File: config.mk
export PLATFORM = sky130hd
export DESIGN_NAME = accr_top
export DESIGN_NICKNAME = d
export VERILOG_FILES = /design/src/rtl/accr_pkg.sv /design/src/rtl/accr_reg8.sv /design/src/rtl/accr_top.sv
export SDC_FILE = /design/constraint.sdc
export NUM_CORES = 1
export LEC_CHECK = 0
export ABC_AREA = 1
export BUFFER_PORTS_ARGS = -buffer_cell sky130_fd_sc_hd__buf_2
export CORE_MARGIN = 2
export CORE_UTILIZATION = 40
export DETAILED_ROUTE_END_ITERATION = 6
export GPL_TIMING_DRIVEN = 0
export HOLD_SLACK_MARGIN = 0.08
export PLACE_DENSITY = 0.78
export SLEW_MARGIN = 10
export SYNTH_ARGS = -nofsm -noshare
export SYNTH_HDL_FRONTEND = slang
export SYNTH_SLANG_ARGS = --single-unit
File: constraint.sdc
create_clock -name core_clk_in -period 1.8 [get_ports core_clk_in]
set_input_delay 0.36 -clock core_clk_in [delete_from_list [all_inputs] [get_ports core_clk_in]]
set_output_delay 0.36 -clock core_clk_in [all_outputs]
set_load 0.02 [all_outputs]
File: src/rtl/accr_pkg.sv
// package: register map, field layout and reset values of the channel config bank
package accr_pkg;
  // printed offsets are not all multiples of four: they are register indices
  localparam logic [7:0]  IDX_OVERSAMPLE  = 8'h27;
  localparam logic [7:0]  IDX_GAIN_RANGE  = 8'h28;
  localparam logic [7:0]  IDX_SLEEP       = 8'h29;
  localparam logic [7:0]  IDX_CH0_SPAN    = 8'h2a;
  localparam int          ADDR_LSB        = 2;
  localparam int          ADDR_W          = 12;
  localparam int          REG_W           = 8;
  localparam int          NUM_CH          = 4;
  localparam int          AVG_EN_BIT      = 7;
  localparam int          CODE_W          = 4;
  localparam logic [7:0]  RST_OVERSAMPLE  = 8'h00;
  localparam logic [7:0]  RST_GAIN_RANGE  = 8'h0f;
  localparam logic [7:0]  RST_SLEEP       = 8'h00;
  localparam logic [7:0]  RST_CH0_SPAN    = 8'h0f;
  localparam logic [7:0]  MASK_OVERSAMPLE = 8'h8f;
  localparam logic [7:0]  MASK_LOW_NIBBLE = 8'h0f;
endpackage

File: src/rtl/accr_reg8.sv
// one 8-bit configuration register with write mask and reset value
`timescale 1ns/10ps
`default_nettype none
module accr_reg8 #(
  parameter logic [7:0] RESET_VAL = 8'h00,
  parameter logic [7:0] WMASK     = 8'hff
) (
  // clock and reset
  input  wire logic       core_clk_in,
  input  wire logic       srst_in,
  // write port
  input  wire logic       wr_en_in,
  input  wire logic [7:0] wdata_in,
  // value
  output logic      [7:0] q_out
);
  typedef struct packed {
    logic [7:0] val;
  } accr_reg8_s;

  accr_reg8_s st_r;
  accr_reg8_s st_nxt;

  always_comb begin
    st_nxt = st_r;
    if (wr_en_in) begin
      st_nxt.val = wdata_in & WMASK;
    end
  end

  always_ff @(posedge core_clk_in) begin
    if (srst_in) begin
      st_r.val <= RESET_VAL;
    end else begin
      st_r <= st_nxt;
    end
  end

  assign q_out = st_r.val;
endmodule
`default_nettype wire

File: src/rtl/accr_top.sv
// channel configuration register bank behind an apb slave
// Notes on behaviour
// - bit 7 enables averaging, resets zero
// - ratio code n averages 2^(n+1) results
// - bits 3:0 enable per-channel gain ranging, reset ones
// - sleep bit blocks channel conversion requests
// - channel 0 span code, resets 0xf
// - registers at indices 0x27 to 0x2a
// - upper bits reserved, read-only, zero
`timescale 1ns/10ps
`default_nettype none
module accr_top (
  // clock and reset
  input  wire logic        core_clk_in,
  input  wire logic        srst_in,
  // apb slave
  input  wire logic        psel_in,
  input  wire logic        penable_in,
  input  wire logic        pwrite_in,
  input  wire logic [11:0] paddr_in,
  input  wire logic [31:0] pwdata_in,
  input  wire logic [3:0]  pstrb_in,
  output logic      [31:0] prdata_out,
  output logic             pready_out,
  output logic             pslverr_out,
  // per-channel conversion requests from the sampling core
  input  wire logic [3:0]  conv_req_in,
  // configuration to the converter core
  output logic             averaging_enable_out,
  output logic      [3:0]  average_count_code_out,
  output logic      [3:0]  auto_gain_ranging_out,
  output logic      [3:0]  power_save_out,
  output logic      [3:0]  ch0_span_code_out,
  output logic             ch0_span_bipolar_out,
  output logic      [3:0]  conv_go_out,
  output logic             ratio_changed_live_out
);
  // ----------------------------------------------------------------
  // state
  // ----------------------------------------------------------------
  typedef struct packed {
    logic [31:0] rdata;
    logic        ready;
    logic        err;
    logic [3:0]  go;
    logic        live_err;
  } accr_state_s;

  accr_state_s st_r;
  accr_state_s st_nxt;

  logic [7:0] os_q;
  logic [7:0] gr_q;
  logic [7:0] sl_q;
  logic [7:0] sp_q;
  logic [7:0] idx;
  logic       aligned;
  logic       hit;
  logic       acc;
  logic       wr;
  logic       lane0;

  // ----------------------------------------------------------------
  // decode
  // ----------------------------------------------------------------
  assign idx     = paddr_in[9:2];
  assign aligned = (paddr_in[1:0] == 2'b00) && (paddr_in[11:10] == 2'b00);
  assign hit     = aligned && ((idx == accr_pkg::IDX_OVERSAMPLE) ||
                               (idx == accr_pkg::IDX_GAIN_RANGE) ||
                               (idx == accr_pkg::IDX_SLEEP) ||
                               (idx == accr_pkg::IDX_CH0_SPAN));
  // one wait state: the answer comes in the second access cycle
  assign acc     = psel_in && penable_in && st_r.ready;
  assign wr      = acc && pwrite_in && hit && !st_r.err;
  assign lane0   = pstrb_in[0];

  // ----------------------------------------------------------------
  // registers
  // ----------------------------------------------------------------
  accr_reg8 #(.RESET_VAL(accr_pkg::RST_OVERSAMPLE), .WMASK(accr_pkg::MASK_OVERSAMPLE)) u_os (
    .core_clk_in (core_clk_in),
    .srst_in     (srst_in),
    .wr_en_in    (wr && lane0 && idx == accr_pkg::IDX_OVERSAMPLE),
    .wdata_in    (pwdata_in[7:0]),
    .q_out       (os_q)
  );
  accr_reg8 #(.RESET_VAL(accr_pkg::RST_GAIN_RANGE), .WMASK(accr_pkg::MASK_LOW_NIBBLE)) u_gr (
    .core_clk_in (core_clk_in),
    .srst_in     (srst_in),
    .wr_en_in    (wr && lane0 && idx == accr_pkg::IDX_GAIN_RANGE),
    .wdata_in    (pwdata_in[7:0]),
    .q_out       (gr_q)
  );
  accr_reg8 #(.RESET_VAL(accr_pkg::RST_SLEEP), .WMASK(accr_pkg::MASK_LOW_NIBBLE)) u_sl (
    .core_clk_in (core_clk_in),
    .srst_in     (srst_in),
    .wr_en_in    (wr && lane0 && idx == accr_pkg::IDX_SLEEP),
    .wdata_in    (pwdata_in[7:0]),
    .q_out       (sl_q)
  );
  accr_reg8 #(.RESET_VAL(accr_pkg::RST_CH0_SPAN), .WMASK(accr_pkg::MASK_LOW_NIBBLE)) u_sp (
    .core_clk_in (core_clk_in),
    .srst_in     (srst_in),
    .wr_en_in    (wr && lane0 && idx == accr_pkg::IDX_CH0_SPAN),
    .wdata_in    (pwdata_in[7:0]),
    .q_out       (sp_q)
  );

  // ----------------------------------------------------------------
  // bus answer and channel gating
  // ----------------------------------------------------------------
  always_comb begin
    st_nxt       = st_r;
    st_nxt.ready = 1'b0;
    // error flag lives only for the answer cycle so pslverr_out comes straight from a flop
    st_nxt.err   = 1'b0;
    if (psel_in && penable_in && !st_r.ready) begin
      st_nxt.ready = 1'b1;
      st_nxt.err   = !hit;
      st_nxt.rdata = 32'h0000_0000;
      if (hit && !pwrite_in) begin
        case (idx)
          accr_pkg::IDX_OVERSAMPLE: st_nxt.rdata = {24'h00_0000, os_q};
          accr_pkg::IDX_GAIN_RANGE: st_nxt.rdata = {24'h00_0000, gr_q};
          accr_pkg::IDX_SLEEP:      st_nxt.rdata = {24'h00_0000, sl_q};
          accr_pkg::IDX_CH0_SPAN:   st_nxt.rdata = {24'h00_0000, sp_q};
          default:                  st_nxt.rdata = 32'h0000_0000;
        endcase
      end
    end
    // a sleeping channel drops its conversion requests
    st_nxt.go = conv_req_in & ~sl_q[accr_pkg::NUM_CH-1:0];
    // flags a ratio change while averaging stays on; the host should avoid it
    st_nxt.live_err = wr && lane0 && (idx == accr_pkg::IDX_OVERSAMPLE) &&
                      os_q[accr_pkg::AVG_EN_BIT] && pwdata_in[accr_pkg::AVG_EN_BIT] &&
                      (pwdata_in[3:0] != os_q[3:0]);
  end

  always_ff @(posedge core_clk_in) begin
    if (srst_in) begin
      st_r <= '0;
    end else begin
      st_r <= st_nxt;
    end
  end

  // configuration outputs mirror register bits directly; no extra stage to keep them aligned with readback
  assign prdata_out             = st_r.rdata;
  assign pready_out             = st_r.ready;
  assign pslverr_out            = st_r.err;
  assign averaging_enable_out   = os_q[accr_pkg::AVG_EN_BIT];
  assign average_count_code_out = os_q[accr_pkg::CODE_W-1:0];
  assign auto_gain_ranging_out  = gr_q[accr_pkg::NUM_CH-1:0];
  assign power_save_out         = sl_q[accr_pkg::NUM_CH-1:0];
  assign ch0_span_code_out      = sp_q[accr_pkg::CODE_W-1:0];
  assign ch0_span_bipolar_out   = sp_q[0];
  assign conv_go_out            = st_r.go;
  assign ratio_changed_live_out = st_r.live_err;
endmodule
`default_nettype wire

==> results.tsv <==
metric	value	unit
htree depth	2	
Fin. Hold Viols	0	
global-route wire length before repair	6150	um
WP buf/inv	0	
IO Port Bufs	55	
slowest library cell on the worst path	nor4_4	
chip width	68.1	um
chip height	68.1	um
Via density	4.42	
area fraction of the dominant cell type after synthesis	35.3	%
site row count	23	
area taken by multi-input logic gates	843	um^2
fill count	375	
Setup Total Neg Slack	0	ns
Max Clock Skew	0.00194	ns
met3 usage	6.74	%
YS warnings	0	
Area growth, synth to finish	33.6	%
register bit total from synthesis	29	
WP data arrival	1.72	ns
vias in the first global route	1389	
Iter 0 DRT Violations	49	
Reg area	581	um^2
CP Data Required Time	1.95	ns
clk slew on worst S/H paths	0.06	ns
DRC violations left	0	
startpoint types	register	
worst slew pin tran	0.563	ns
kind of cell adding the most delay to the critical path	simple AND/OR/NAND/NOR gates	
Hold Crit Class	input pin to register	
most common library cell in the layout ignoring fill and taps	nand2_1	
crit share post-route	86.9	%
global route hottest layer	met2	
initial antenna violation count	0	
DR WL/cell	10.3	um
max cap viols	0	
mapped cell area	1640	um^2
relative slew slack	62.2	%
critical path cell sequence	nor4_4, nand4_1, nand2_1, nand3_1	
Largest stage delay, worst path	0.56	ns
clock latency on the worst-skew pair	0.28	ns
Routed WL	3890	um
routed vias	1670	
largest net degree at the start of global routing	11	
Leakage	1.24	nW
# diodes	0	
Achievable Freq	640	MHz
Final Util	55.3	%
proportion of layout cells with a drive suffix above 1	31.4	%
Setup Buffers After CTS	0	
CP Class	register to register	
Slew Limit Fails	0	
root buffer cell	clkbuf_8	
Hold-fix buffers, CTS	0	
Final ANT Viol Nets	0	
biggest area consumer among synthesized cells	dfxtp_1	
RSZ-0062 raised after global routing	false	
count of different cell masters after synthesis	23	
final worst path period need	1.56	ns
total power	1.58	mW
CP endpoint kind	register	
hpwl dp	3130	um
GR Util met1	21.8	%
most frequent cells in the layout	nand2_1 (61), buf_2 (56), nor2_1 (30)	
DIE AREA	4640	um^2
core footprint	3970	um^2
GR met2 Demand/Resource	29.6	%
Mean Syn Cell Area	6.87	um^2
RR Startpoint	pslverr_out	
cts bufs inserted	5	
CTS tree	built	
Starting Density	41.4	%
Seq/Total Area, Yosys	35.3	%
Min-Delay Startpoint	conv_req_in[3]	
TritonRoute pass-1 iters	4	
post_cts resized	0	
final setup vio count	0	
worst vdd ir	0.000486	V
grt total ovfl	0	
I/O Pins	114	
final net count	384	
crit path from	pslverr_out	
power per cell area	719	nW/um^2
CTS sink cnt	29	
post-synthesis cell count	239	
Clock Tree Buf Depth	2	
worst-path maximum fanout	5	
synth top area cells	dfxtp_1 (35%), nand2_1 (14%), buf_4 (13%)	
gr usage total	18.0	%
GP Congestion	0.887	
status	complete, no violations	
==> worst reg2reg max path: stages (launching register included) <==
cell     delay [ns]
dfxtp_1        0.33
nor4_4         0.56
nand4_1        0.32
nand2_1        0.14
nand3_1        0.08
==> report_power, final <==
part           switching [mW]  internal (mW)  leakage (nW)
logic                   0.135         0.0834         0.948
registers             0.00477          0.654         0.236
clock network           0.249          0.451        0.0585
==> routing by layer <==
layer / part of all wire [%] / vias up / wire length [um]
li1: - / 875 / -
met1: 43 / 718 / 1670
met2: 46 / 72 / 1800
met3: 9.9 / 5 / 387
met4: 0.85 / 0 / 33
met5: 0 / - / 0
==> path summary, 6_finish.rpt <==
path | cells past startpoint | end | slack, ns
min | 3 | conv_go_out[3] | 0.30
min reg2reg | 2 | prdata_out[7] | 0.47
max reg2reg | 4 | u_gr.q_out[3] | 0.24
max | 4 | u_gr.q_out[3] | 0.24
==> area by class of cell <==
class | count | area share (%)
well taps | 50 | 2.85
multi-input cells | 180 | 38.4
flip-flops and latches | 29 | 26.5
repair buffers | 55 | 12.5
clock buffers | 7 | 3.93
inverters | 24 | 4.10
plain buffers | 32 | 10.3
clock inverters | 1 | 1.37
==> state kept, by name, summed over array words and instances, names as in the netlist <==
signal                  count
u_gr.q_out                  4
pready_out                  1
pslverr_out                 1
ratio_changed_live_out      1
u_sl.q_out                  4
conv_go_out                 4
u_sp.q_out                  4
prdata_out                  5
u_os.q_out                  5
==> Yosys cell counts (all sizes together) <==
library cell	number
buf	29
xor2	1
inv	24
a21oi	4
o21ai	8
nand2	62
nand3	29
nor3	1
nor4	1
nand4	8
xnor2	3
clkbuf	3
nor2	36
conb	1
dfxtp	29
==> cells by family after synthesis <==
logic type	share of synthesized area (%)
flip-flops	35.3
other	0.228
AO/OA/AOI/OAI	3.66
buffers and inverters	19.3
XOR/XNOR	2.13
AND/OR/NAND/NOR	39.4
==> stage by stage <==
| stage | setup slack [ns] | std cells | area (um^2) | hold slack, ns |
|---|---|---|---|---|
| finish | 0.237 | 378 | 2190 | 0.296 |
| global route | 0.160 | 378 | 2190 | 0.290 |
| CTS | 0.267 | 378 | 2190 | 0.291 |
| detailed placement | 0.0907 | 370 | 2080 | 0.465 |
| global placement | 0.113 | 370 | 2080 | 0.465 |
| floorplan | 0.384 | 265 | 1740 | 0.473 |
Note: power is estimated with default switching activity, not from simulation.
